<file path="src/sdram_cmd_defs.vh">
// Constants for the synchronous DRAM command and state logic.
`ifndef SDRAM_CMD_DEFS_VH
`define SDRAM_CMD_DEFS_VH
`define CLK_PERIOD_NS 8
`define PRECHARGE_TIME_NS 20
`define ACTIVATE_TO_ACCESS_TIME_NS 20
`define MODE_LOAD_TIME_CYC 2
`define REFRESH_CYCLE_NS 70
`define SELF_REFRESH_EXIT_NS 70
`define NS_TO_CYC(ns) (((ns) + `CLK_PERIOD_NS - 1) / `CLK_PERIOD_NS)
`define ROW_W 11
`define COL_W 8
`define AUTO_CLOSE_POS 10
`define BURST_LEN_DEF 8
`define MODE_RESET 11'h000
`define FIFO_DEPTH_DEF 16
`endif

</file>
<file path="src/word_fifo.v">
// Parameterised synchronous FIFO with valid and ready on both sides.
`timescale 1ns/1ns
module word_fifo #(
  parameter WIDTH = 36,
  parameter DEPTH = 16,
  parameter AW = 4
) (
  input wire clock,
  input wire rst_n,
  input wire flush,
  input wire in_valid,
  output wire in_ready,
  input wire [WIDTH-1:0] in_data,
  output wire out_valid,
  input wire out_ready,
  output reg [WIDTH-1:0] out_data
);
  reg [WIDTH-1:0] mem [0:DEPTH-1];
  reg [AW-1:0] wr_q;
  reg [AW-1:0] rd_q;
  reg [AW:0] cnt_q;
  wire push;
  wire pop;

  // Full and empty come straight from the occupancy count.
  assign in_ready = (cnt_q != DEPTH);
  assign out_valid = (cnt_q != 0);
  assign push = in_valid && in_ready;
  assign pop = out_valid && out_ready;

  // Storage is written without reset; only pointers and count need a defined value.
  always @(posedge clock) begin
    if (push) begin
      mem[wr_q] <= in_data;
    end
  end

  // Head word is shown combinationally from the array.
  always @* begin
    out_data = mem[rd_q];
  end

  // Pointers and count; a flush empties the queue.
  always @(posedge clock or negedge rst_n) begin
    if (!rst_n) begin
      wr_q <= {AW{1'b0}};
      rd_q <= {AW{1'b0}};
      cnt_q <= {(AW+1){1'b0}};
    end else if (flush) begin
      wr_q <= {AW{1'b0}};
      rd_q <= {AW{1'b0}};
      cnt_q <= {(AW+1){1'b0}};
    end else begin
      if (push) begin
        wr_q <= wr_q + 1'b1;
      end
      if (pop) begin
        rd_q <= rd_q + 1'b1;
      end
      if (push && !pop) begin
        cnt_q <= cnt_q + 1'b1;
      end else if (pop && !push) begin
        cnt_q <= cnt_q - 1'b1;
      end
    end
  end
endmodule // word_fifo

</file>
<file path="src/bank_tracker.v">
// Per-bank state and timing counter for one DRAM bank.
`timescale 1ns/1ns
`include "sdram_cmd_defs.vh"
module bank_tracker #(
  parameter T_PRE = 3,
  parameter T_ACT = 3
) (
  input wire clock,
  input wire rst_n,
  input wire hold,
  input wire do_activate,
  input wire do_close,
  input wire do_access,
  input wire access_auto,
  input wire burst_done,
  output wire is_idle,
  output wire is_active,
  output wire is_busy,
  output reg [4:0] state_q
);
  localparam ST_IDLE = 5'b00001;
  localparam ST_ACTING = 5'b00010;
  localparam ST_ACTIVE = 5'b00100;
  localparam ST_AUTOPRE = 5'b01000;
  localparam ST_PRECH = 5'b10000;
  reg [7:0] cnt_q;

  assign is_idle = state_q[0];
  assign is_active = state_q[2];
  assign is_busy = state_q[1] | state_q[3] | state_q[4];

  // State walk; while hold is high the clock is treated as gated.
  always @(posedge clock or negedge rst_n) begin
    if (!rst_n) begin
      state_q <= ST_IDLE;
      cnt_q <= 8'h00;
    end else if (!hold) begin
      case (state_q)
        ST_IDLE: begin
          if (do_activate) begin
            state_q <= ST_ACTING;
            cnt_q <= T_ACT[7:0];
          end
        end
        ST_ACTING: begin
          if (cnt_q <= 8'h01) begin
            state_q <= ST_ACTIVE;
          end else begin
            cnt_q <= cnt_q - 8'h01;
          end
        end
        ST_ACTIVE: begin
          if (do_close) begin
            state_q <= ST_PRECH;
            cnt_q <= T_PRE[7:0];
          end else if (do_access && access_auto) begin
            state_q <= ST_AUTOPRE;
          end
        end
        ST_AUTOPRE: begin
          if (burst_done) begin
            state_q <= ST_PRECH;
            cnt_q <= T_PRE[7:0];
          end
        end
        ST_PRECH: begin
          if (cnt_q <= 8'h01) begin
            state_q <= ST_IDLE;
          end else begin
            cnt_q <= cnt_q - 8'h01;
          end
        end
        default: begin
          state_q <= ST_IDLE;
        end
      endcase
    end
  end
endmodule // bank_tracker

</file>
<file path="src/sdram_command_state_logic.v">
// Command decoder, clock-gate tracking and bank state logic for a four-bank SDRAM.
`timescale 1ns/1ns
`include "sdram_cmd_defs.vh"
module sdram_command_state_logic #(
  parameter BURST_LEN = `BURST_LEN_DEF,
  parameter FIFO_DEPTH = `FIFO_DEPTH_DEF
) (
  input wire clock,
  input wire rst_n,
  input wire clock_gate,
  input wire chip_select_n,
  input wire row_strobe_n,
  input wire column_strobe_n,
  input wire write_strobe_n,
  input wire [1:0] bank_select,
  input wire [10:0] addr,
  input wire [3:0] byte_mask,
  input wire [31:0] dq_in,
  output reg [31:0] dq_out,
  output reg [3:0] dq_oe,
  output wire wr_valid,
  input wire wr_ready,
  output wire [35:0] wr_word,
  output reg [`ROW_W-1:0] refresh_row_q,
  output reg [10:0] mode_q,
  output reg [`ROW_W-1:0] open_row_q,
  output reg [`COL_W-1:0] column_q,
  output reg illegal_q,
  output reg [2:0] power_mode_q
);
  localparam T_PRE = `NS_TO_CYC(`PRECHARGE_TIME_NS);
  localparam T_ACT = `NS_TO_CYC(`ACTIVATE_TO_ACCESS_TIME_NS);
  localparam T_RC = `NS_TO_CYC(`REFRESH_CYCLE_NS);
  localparam T_XSR = `NS_TO_CYC(`SELF_REFRESH_EXIT_NS);
  localparam T_MRD = `MODE_LOAD_TIME_CYC;
  localparam PM_NONE = 3'b000;
  localparam PM_PDOWN = 3'b001;
  localparam PM_SELF = 3'b010;
  localparam PM_SUSP = 3'b100;
  localparam B_NONE = 3'b001;
  localparam B_READ = 3'b010;
  localparam B_WRITE = 3'b100;

  reg gate_prev_q;
  reg [2:0] burst_q;
  reg [1:0] burst_bank_q;
  reg [7:0] burst_cnt_q;
  reg [7:0] busy_cnt_q;
  reg [3:0] mask_d1_q;
  reg [3:0] mask_d2_q;
  reg rd_d1_q;
  reg rd_d2_q;
  wire cmd_sel;
  wire is_nop;
  wire is_act;
  wire is_rd;
  wire is_wr;
  wire is_bst;
  wire is_pre;
  wire is_ref;
  wire is_mrs;
  wire gate_fall;
  wire gate_rise;
  wire all_idle;
  wire live;
  wire [3:0] bank_idle;
  wire [3:0] bank_active;
  wire [3:0] bank_busy;
  wire [3:0] bank_hit;
  wire [3:0] autopre_done;
  wire cmd_busy;
  wire burst_end;

  // Command decode from the strobes while chip select is low.
  assign cmd_sel = !chip_select_n;
  assign is_nop = chip_select_n | (row_strobe_n & column_strobe_n & write_strobe_n);
  assign is_act = cmd_sel & !row_strobe_n & column_strobe_n & write_strobe_n;
  assign is_rd = cmd_sel & row_strobe_n & !column_strobe_n & write_strobe_n;
  assign is_wr = cmd_sel & row_strobe_n & !column_strobe_n & !write_strobe_n;
  assign is_bst = cmd_sel & row_strobe_n & column_strobe_n & !write_strobe_n;
  assign is_pre = cmd_sel & !row_strobe_n & column_strobe_n & !write_strobe_n;
  assign is_ref = cmd_sel & !row_strobe_n & !column_strobe_n & write_strobe_n;
  assign is_mrs = cmd_sel & !row_strobe_n & !column_strobe_n & !write_strobe_n;

  // Gate edges are seen by comparing this edge's sample with the last one.
  assign gate_fall = gate_prev_q & !clock_gate;
  assign gate_rise = !gate_prev_q & clock_gate;
  assign all_idle = &bank_idle;
  assign cmd_busy = (busy_cnt_q != 8'h00);
  // Commands count only on a live edge with no timed all-bank operation running.
  assign live = gate_prev_q & clock_gate & !cmd_busy & (power_mode_q == PM_NONE);
  assign burst_end = (burst_q != B_NONE) & (burst_cnt_q <= 8'h01);

  // One tracker per bank; any power mode other than PM_NONE freezes every bank.
  genvar gi;
  generate
    for (gi = 0; gi < 4; gi = gi + 1) begin : g_bank
      assign bank_hit[gi] = (bank_select == gi);
      assign autopre_done[gi] = burst_end & (burst_bank_q == gi);
      bank_tracker #(
        .T_PRE(T_PRE),
        .T_ACT(T_ACT)
      ) u_bank (
        .clock(clock),
        .rst_n(rst_n),
        .hold(power_mode_q != PM_NONE),
        .do_activate(live & is_act & bank_hit[gi]),
        .do_close(live & is_pre & (addr[`AUTO_CLOSE_POS] | bank_hit[gi])),
        .do_access(live & (is_rd | is_wr) & bank_hit[gi]),
        .access_auto(addr[`AUTO_CLOSE_POS]),
        .burst_done(autopre_done[gi]),
        .is_idle(bank_idle[gi]),
        .is_active(bank_active[gi]),
        .is_busy(bank_busy[gi]),
        .state_q()
      );
    end
  endgenerate

  // Power modes entered and left on gate transitions.
  always @(posedge clock or negedge rst_n) begin
    if (!rst_n) begin
      gate_prev_q <= 1'b1;
      power_mode_q <= PM_NONE;
    end else begin
      gate_prev_q <= clock_gate;
      case (power_mode_q)
        PM_NONE: begin
          if (gate_fall && burst_q != B_NONE) begin
            power_mode_q <= PM_SUSP;
          end else if (gate_fall && all_idle && is_ref) begin
            power_mode_q <= PM_SELF;
          end else if (gate_fall && all_idle && is_nop) begin
            power_mode_q <= PM_PDOWN;
          end
        end
        PM_PDOWN: begin
          if (gate_rise && is_nop) begin
            power_mode_q <= PM_NONE;
          end
        end
        PM_SELF: begin
          if (gate_rise) begin
            power_mode_q <= PM_NONE;
          end
        end
        PM_SUSP: begin
          if (gate_rise) begin
            power_mode_q <= PM_NONE;
          end
        end
        default: begin
          power_mode_q <= PM_NONE;
        end
      endcase
    end
  end

  // Timed lockout for refresh, mode load, precharge-all and self refresh exit.
  always @(posedge clock or negedge rst_n) begin
    if (!rst_n) begin
      busy_cnt_q <= 8'h00;
    end else if (power_mode_q == PM_SELF && gate_rise) begin
      busy_cnt_q <= T_XSR[7:0];
    end else if (live && is_ref && all_idle) begin
      busy_cnt_q <= T_RC[7:0];
    end else if (live && is_mrs && all_idle) begin
      busy_cnt_q <= T_MRD[7:0];
    end else if (live && is_pre && addr[`AUTO_CLOSE_POS]) begin
      busy_cnt_q <= T_PRE[7:0];
    end else if (cmd_busy && power_mode_q == PM_NONE) begin
      busy_cnt_q <= busy_cnt_q - 8'h01;
    end
  end

  // Refresh row counter advances on each refresh, and on self refresh idle edges.
  always @(posedge clock or negedge rst_n) begin
    if (!rst_n) begin
      refresh_row_q <= {`ROW_W{1'b0}};
    end else if ((live && is_ref && all_idle) || power_mode_q == PM_SELF) begin
      refresh_row_q <= refresh_row_q + 1'b1;
    end
  end

  // Mode, row and column capture, and the illegal-sequence flag.
  always @(posedge clock or negedge rst_n) begin
    if (!rst_n) begin
      mode_q <= `MODE_RESET;
      open_row_q <= {`ROW_W{1'b0}};
      column_q <= {`COL_W{1'b0}};
      illegal_q <= 1'b0;
    end else if (live) begin
      if (is_mrs && all_idle) begin
        mode_q <= addr;
      end
      if (is_act && bank_idle[bank_select]) begin
        open_row_q <= addr;
      end
      if ((is_rd || is_wr) && bank_active[bank_select]) begin
        column_q <= addr[`COL_W-1:0];
      end
      // Sticky once set, since no register path exists to clear it.
      if ((is_act && !bank_idle[bank_select]) ||
          ((is_rd || is_wr) && !bank_active[bank_select]) ||
          ((is_ref || is_mrs) && !all_idle) ||
          (is_pre && addr[`AUTO_CLOSE_POS] && |bank_busy) ||
          (is_pre && !addr[`AUTO_CLOSE_POS] && bank_busy[bank_select])) begin
        illegal_q <= 1'b1;
      end
    end else if (cmd_busy && !is_nop && power_mode_q == PM_NONE) begin
      illegal_q <= 1'b1;
    end
  end

  // Burst tracking: new access restarts, terminate or precharge cuts it short.
  always @(posedge clock or negedge rst_n) begin
    if (!rst_n) begin
      burst_q <= B_NONE;
      burst_bank_q <= 2'b00;
      burst_cnt_q <= 8'h00;
    end else if (power_mode_q == PM_NONE && !gate_fall) begin
      if (live && (is_rd || is_wr) && bank_active[bank_select]) begin
        burst_q <= is_wr ? B_WRITE : B_READ;
        burst_bank_q <= bank_select;
        burst_cnt_q <= BURST_LEN[7:0];
      end else if (live && is_bst) begin
        burst_q <= B_NONE;
      end else if (live && is_pre && (addr[`AUTO_CLOSE_POS] || bank_select == burst_bank_q)) begin
        burst_q <= B_NONE;
      end else if (burst_end) begin
        burst_q <= B_NONE;
      end else if (burst_q != B_NONE) begin
        burst_cnt_q <= burst_cnt_q - 8'h01;
      end
    end
  end

  // Read mask pipeline, two clocks deep, and the read data drive.
  always @(posedge clock or negedge rst_n) begin
    if (!rst_n) begin
      mask_d1_q <= 4'hf;
      mask_d2_q <= 4'hf;
      rd_d1_q <= 1'b0;
      rd_d2_q <= 1'b0;
      dq_oe <= 4'h0;
      dq_out <= 32'h00000000;
    end else if (power_mode_q != PM_SUSP) begin
      mask_d1_q <= byte_mask;
      mask_d2_q <= mask_d1_q;
      rd_d1_q <= (burst_q == B_READ);
      rd_d2_q <= rd_d1_q;
      dq_oe <= {4{rd_d2_q}} & ~mask_d2_q;
      dq_out <= {refresh_row_q[7:0], column_q, mode_q[7:0], open_row_q[7:0]};
    end
  end

  // Write words go to the FIFO with their mask from the same edge stored beside them.
  // The pins cannot stall, so words offered to a full queue are dropped.
  word_fifo #(
    .WIDTH(36),
    .DEPTH(FIFO_DEPTH),
    .AW(4)
  ) u_fifo (
    .clock(clock),
    .rst_n(rst_n),
    .flush(1'b0),
    .in_valid((burst_q == B_WRITE) && power_mode_q == PM_NONE && !gate_fall),
    .in_ready(),
    .in_data({byte_mask, dq_in}),
    .out_valid(wr_valid),
    .out_ready(wr_ready),
    .out_data(wr_word)
  );
endmodule // sdram_command_state_logic

</file>
<file path="config.mk">
export PLATFORM = sky130hd
export DESIGN_NAME = sdram_command_state_logic
export DESIGN_NICKNAME = d
export VERILOG_FILES = /design/src/word_fifo.v /design/src/bank_tracker.v /design/src/sdram_command_state_logic.v
export VERILOG_INCLUDE_DIRS = /design/src
export SDC_FILE = /design/constraint.sdc
export NUM_CORES = 1
export LEC_CHECK = 0
export BUFFER_PORTS_ARGS = -buffer_cell sky130_fd_sc_hd__buf_4
export CAP_MARGIN = 20
export CORE_ASPECT_RATIO = 0.6
export CORE_MARGIN = 2
export CORE_UTILIZATION = 57
export CTS_BUF_LIST = sky130_fd_sc_hd__clkbuf_8
export CTS_CLUSTER_SIZE = 12
export DETAILED_ROUTE_END_ITERATION = 8
export PLACE_DENSITY_LB_ADDON = 0.25
export SLEW_MARGIN = 30
export SYNTH_ARGS = -nofsm -noshare
export SYNTH_HDL_FRONTEND = slang
export SYNTH_SLANG_ARGS = --single-unit
</file>
<file path="constraint.sdc">
create_clock -name clock -period 3.2 [get_ports clock]
set_input_delay 0.16 -clock clock [delete_from_list [all_inputs] [get_ports clock]]
set_output_delay 0.16 -clock clock [all_outputs]
set_load 0.02 [all_outputs]
</file>
## Word level (Yosys, flattened, before mapping)

Memories as Yosys holds them, arrays and structs flattened.
Cells that the tools add are included.

| storage, ports and cells | value |
|---|---|
| memories kept | 1 |
| RAM bits | 576 |
| register bits | 178 |

| cells by class | value |
|---|---|
| reduce and logical (&&, ||, !) cells | 101 |
| magnitude comparators | 6 |
| bitwise operators | 57 |
| equality and inequality tests | 70 |
| add/subtract/negate cells | 11 |
| muxes and demuxes | 82 |

Memories:

| name | words | width | rd ports | clocked after memory_dff | wr ports | line | RTL |
|---|---|---|---|---|---|---|---|
| u_fifo.mem | 16 | 36 | 1 | 0 | 1 | word_fifo.v:18 | `reg [WIDTH-1:0] mem [0:DEPTH-1];` |

Operator list:

| operator | count |
|---|---|
| 2-to-1 mux 8 bit | 26 |
| 2-to-1 mux 5 bit | 26 |
| case mux 8 bit (4 select lines) | 4 |
| case mux 5 bit (5 select lines) | 4 |
| AND reduction 6 bit | 8 |
| subtractor 8 x 1 -> 8 bit, second input constant | 6 |
| inequality test 2 x 1 -> 1 bit, second input constant | 23 |
| AND 1 bit | 40 |
| <= comparator 8 x 1 -> 1 bit, second input constant | 5 |
| logical AND 1 bit | 40 |
| 2-to-1 mux 3 bit | 10 |
| == test 5 x 1 -> 1 bit, second input constant | 4 |
| == test 5 x 2 -> 1 bit, second input constant | 4 |
| == test 5 x 3 -> 1 bit, second input constant | 4 |
| == test 5 x 4 -> 1 bit, second input constant | 4 |
| == test 5 bit, second input constant | 4 |
| nonzero test 4 bit | 5 |
| zero test 1 bit | 15 |
| inequality test 3 x 1 -> 1 bit, second input constant | 5 |
| inequality test 2 bit, second input constant | 7 |
| OR 1 bit | 14 |
| AND reduction 2 bit | 6 |
| adder 11 x 1 -> 11 bit, second input constant | 1 |
| nonzero test 5 bit | 2 |
| 30 further kinds | 60 |

## Depth between registers and ports, before layout

| logic depth | value |
|---|---|
| depth in word-level cells | 12 |
| mapped depth | 13 |
| gate-level depth less buffers | 12 |

## By module

A second synthesis with hierarchy kept.

| unflattened totals | value |
|---|---|
| cells, all modules | 2001 |
| area, all modules | 32040.7 µm² |

Modules (own cells, without submodules):

| module | area each (µm²) | times used | seq. area each (µm²) | cells each |
|---|---|---|---|---|
| word_fifo | 23020.8 | 1 | 17621.9 | 1139 |
| sdram_command_state_logic | 5266.3 | 1 | 2840.2 | 482 |
| bank_tracker | 938.4 | 4 | 326.6 | 95 |

## Least setup slack after synthesis

OpenSTA, ideal clock, no wires.

| timing | value |
|---|---|
| path type | register to register |
| start point | register power_mode_q[0] |
| end point | memory u_fifo.mem[0][0] (enable) |
| data required time | 2803 ps |
| slack | -66 ps |
| cell stages (with the launch flop) | 8 |
| arrival | 2869 ps |
| path through | dfrtp_1 -> clkbuf_1 -> or3_1 -> nor2_1 -> and4_1 -> clkbuf_1 -> nor3b_1 -> and2_1 |

| on the way | value |
|---|---|
| cells in the longest elaborated chain, start to end | 6 |

RTL lines:

| item | line | RTL |
|---|---|---|
| start: declaration | sdram_command_state_logic.v:29 | `output reg [2:0] power_mode_q` |
| start signal: assignment | sdram_command_state_logic.v:124 | `power_mode_q <= PM_NONE;` |
| start signal: assignment | sdram_command_state_logic.v:130 | `power_mode_q <= PM_SUSP;` |
| start signal: assignment | sdram_command_state_logic.v:132 | `power_mode_q <= PM_SELF;` |
| zero test 3 bit | sdram_command_state_logic.v:267 | `.in_valid((burst_q == B_WRITE) && power_mode_q == PM_NONE && !gate_fall),` |
| logical AND 1 bit (2 in a row) | sdram_command_state_logic.v:267 |  |
| logical AND 1 bit | word_fifo.v:28 | `assign push = in_valid && in_ready;` |
| named net u_fifo.push | word_fifo.v:22 | `wire push;` |
| 2-to-1 mux 1 bit | word_fifo.v:33 | `if (push) begin` |
| 2-to-1 mux 1 bit (not written as such) | word_fifo.v:34 | `mem[wr_q] <= in_data;` |
| end: declaration | word_fifo.v:18 |  |

The timed path passes the listed nets, and every way through them passes these cells.

## Final worst setup path

| timing | value |
|---|---|
| start point | register u_fifo.rd_q[0] |
| end point | output wr_word[6] |

| on the way | value |
|---|---|
| cells in the longest elaborated chain, start to end | 1 |

RTL lines:

| item | line | RTL |
|---|---|---|
| start: declaration | word_fifo.v:20 | `reg [AW-1:0] rd_q;` |
| start signal: assignment | word_fifo.v:47 | `rd_q <= {AW{1'b0}};` |
| start signal: assignment | word_fifo.v:51 | `rd_q <= {AW{1'b0}};` |
| start signal: assignment | word_fifo.v:58 | `rd_q <= rd_q + 1'b1;` |
| memory (16 x 36 bit) | - |  |
| end: declaration | sdram_command_state_logic.v:23 | `output wire [35:0] wr_word,` |

Every way passes these cells.

==> flow_summary.toml <==
[sta]
setup_viol = 0
hold_viol_final = 0
finalCritPeriodShare_pct = 96.1
tightest_slew_ns = 0.764
slew_headroom_pct = 49.1
clock_skew_ns = 0.0250
rsz0062_at_grt = "no"
drv_slew = 0
fmax_mhz = 325
finalSetupTns_ns = 0
period_minus_slack_ns = 3.07

[clock_network]
clkTransAtPathRegs_ns = 0.06
cts-buffers-inserted = 105
clockBufferDepth = 3
cts_tree = "done"
clkLatencyLatePin_ns = 0.70
clockRootBuffer = "clkbuf_8"
numClockSinks = 754
htree_levels = 3

[yosys]
syn_area_per_cell_sq_um = 18.2
netlist_instances = 1698
async_flop_share_pct = 23.6
netlist.area_leader.share_pct = 56.1
synthFlopType = "edfxtp_1"
synth_top_area_cell = "edfxtp_1"
synth_cell_types = 67
synth_top_cells_by_area = "edfxtp_1 (56%), mux4_2 (13%), dfrtp_1 (13%)"
yosysSeqAreaShare_pct = 70.6
netlist_area_sq_mm = 0.0308
syn_nets = 1777
yosysWarnings = 0
synth_edf_count = 576
ys_ff_latch = 754

[floorplanning]
placementRows = 65
dieArea_sq_mm = 0.0561
num_io_pins = 175
die_w_microns = 304
core_sq_mm = 0.0530
initial_core_util_pct = 58.2
die_height_microns = 184

[placement]
placed_area_sq_mm = 0.0336
io_buffer_count = 174
dp_hpwl_microns = 40200
gp_congestion = 0.865

[job]
maxCapViolCount = 0

[pwr]
pwr-share-clk_pct = 25.8
leakage_nw = 13.3
cellPowerDensity_mw_per_mm2 = 744
combPwrFrac_pct = 30.7
p_int_w = 0.0186
swShare_pct = 31.0
p_seq_share_pct = 43.5
power_switching_w = 0.00834
ir_worst_vdd_mv = 0.507

[worst_setup_path]
path_max_fanout = 19
critPathArrivalTime_ns = 2.91
reg2reg_to = "g_bank[3].u_bank.state_q[4]"
path_class = "reg -> out"
rr_startpoint = "burst_cnt_q[5]"
cp-end-kind = "output pin"
cp-start-kind = "flip-flop"
rr_worst_depth = 6
reg2reg_slack_ns = 0.30
critical_path_required_ns = 3.04

[global_route]
grt_max_degree = 80
grt_pass1_wl_microns = 105000
grt_pass1_vias = 17300
track_usage_pct = 25.0
antenna_found_initial = 0
overflow = 0

[routing]
viasPerCell = 6.11
wl_microns = 68700
vias = 17200
routedWlPerCell_microns = 24.4
route.detailed.drc = 0
first_pass_iters = 5
drt.antenna.violating_nets = 0
drt-initial-drc-count = 1812

[layout]
fin_nets = 2103
n_antenna_cell = 0
most-common-layout-cells = "edfxtp_1 (576), buf_4 (214), mux4_2 (183), dfrtp_1 (160), clkbuf_8 (108)"
drive_gt1_share_pct = 33.3
final_common_cell = "edfxtp_1"
syn_to_final_growth_pct = 17.2
final_area_sq_mm = 0.0362
fin_util_pct = 68.2

[run_status]
status = "finished, final reports clean"

[hold_path]
min_path_type = "in -> async"
==> registers in the layout (all words and copies together), names as in the netlist, 8 cells and up <==
| register | count |
|---|---|
| burst_cnt_q | 8 |
| u_fifo.mem | 576 |
| dq_out | 32 |
| column_q | 8 |
| g_bank.u_bank.state_q | 20 |
| open_row_q | 11 |
| g_bank.u_bank.cnt_q | 32 |
| mode_q | 11 |
| busy_cnt_q | 8 |
| refresh_row_q | 11 |
==> synthesized netlist by cell type (5+ instances only) <==
master / n
edfxtp_1: 576
mux4_2: 183
dfrtp_1: 164
mux2_2: 80
nor2_1: 78
clkbuf_1: 65
nand2_1: 53
o21ai_0: 41
a21oi_1: 35
inv_1: 34
xor2_1: 28
nand3_1: 26
a31oi_1: 24
nor3_1: 24
and2_1: 22
ha_1: 21
xnor2_1: 20
nor4_1: 19
nand2b_1: 18
o31ai_1: 18
dfstp_2: 14
buf_1: 12
nand4_1: 12
or4_1: 12
and3_1: 11
o211ai_1: 10
or3_1: 9
nor3b_1: 7
a21o_1: 6
nor2b_1: 5
==> worst max-delay path: stages, from the launching register on <==
cell and delay, ns:
dfrtp_4 0.68, buf_12 0.26, mux4_2 0.57, mux4_2 0.52
buf_4 0.18
==> power by group through the flow <==
| stage | sequential, W | clock, W | combinational [W] |
|---|---|---|---|
| detailed placement | 0.0119 | 0 | 0.00811 |
| global placement | 0.0119 | 0 | 0.00796 |
| CTS | 0.0117 | 0.00711 | 0.00826 |
| floorplan | 0.0115 | 0 | 0.00571 |
| finish | 0.0117 | 0.00693 | 0.00827 |
| global route | 0.0118 | 0.00753 | 0.00889 |
==> layer usage <==
metal  GRT usage [%]  wire (microns)  vias to the layer above
li1                -               -                     7468
met1            38.4           30600                     8916
met2            37.8           32000                      689
met3            4.23            4860                       96
met4            6.30            1300                        0
met5               0               0                        -
==> final cells by class <==
cell class	instances	area, sq um
Tap cell	703	880
Clock inverter	82	442
Multi-Input combinational cell	829	8690
Timing Repair Buffer	300	2760
Inverter	34	128
Clock buffer	108	1490
Sequential cell	754	21800
Fill cell	3438	16900
==> worst max-delay path by stage <==
stage	from	endpoint	slack, ns	depth (start not counted)
after floorplan	power_mode_q[0]	u_fifo.mem[4][0]	0.04	8
after global placement	burst_cnt_q[5]	g_bank[3].u_bank.cnt_q[5]	0.33	6
after detailed placement	burst_cnt_q[5]	g_bank[3].u_bank.cnt_q[5]	0.25	6
after CTS	u_fifo.rd_q[1]	wr_word[35]	0.04	4
after global routing	u_fifo.rd_q[0]	wr_word[1]	0.03	4
final	u_fifo.rd_q[0]	wr_word[6]	0.13	4
==> kinds of logic after synthesis <==
family / Yosys count / share of synthesized area, %
xor+xnor: 48 / 1.36
compound gates: 170 / 3.71
simple gates: 323 / 5.64
mux: 266 / 16.4
fa+ha+maj: 22 / 0.917
buf+inv: 115 / 1.42
flops: 754 / 70.6
==> per-stage QoR <==
| stage | hold WS (ns) | setup WS, ns | power, W | cells |
|---|---|---|---|---|
| 2_1_floorplan | -0.136 | 0.0391 | 0.0172 | 1698 |
| 3_3_place_gp | 0.250 | 0.333 | 0.0199 | 2562 |
| 3_5_place_dp | 0.256 | 0.253 | 0.0200 | 2562 |
| 4_1_cts | 0.0730 | 0.0402 | 0.0271 | 2809 |
| 5_1_grt | 0.123 | 0.0268 | 0.0282 | 2810 |
| 6_report | 0.0886 | 0.125 | 0.0269 | 2810 |
==> what timing repair did <==
item | in CTS | in global routing
hold buffers | 56 | 0
pin swaps | 0 | 0
endpoints found under the hold margin | 709 | 0
gates resized for setup | 0 | 2
setup endpoints to repair | 8 | 9
buffers inserted | 1 | 1
No activity file was read; power rests on OpenSTA's default activity.
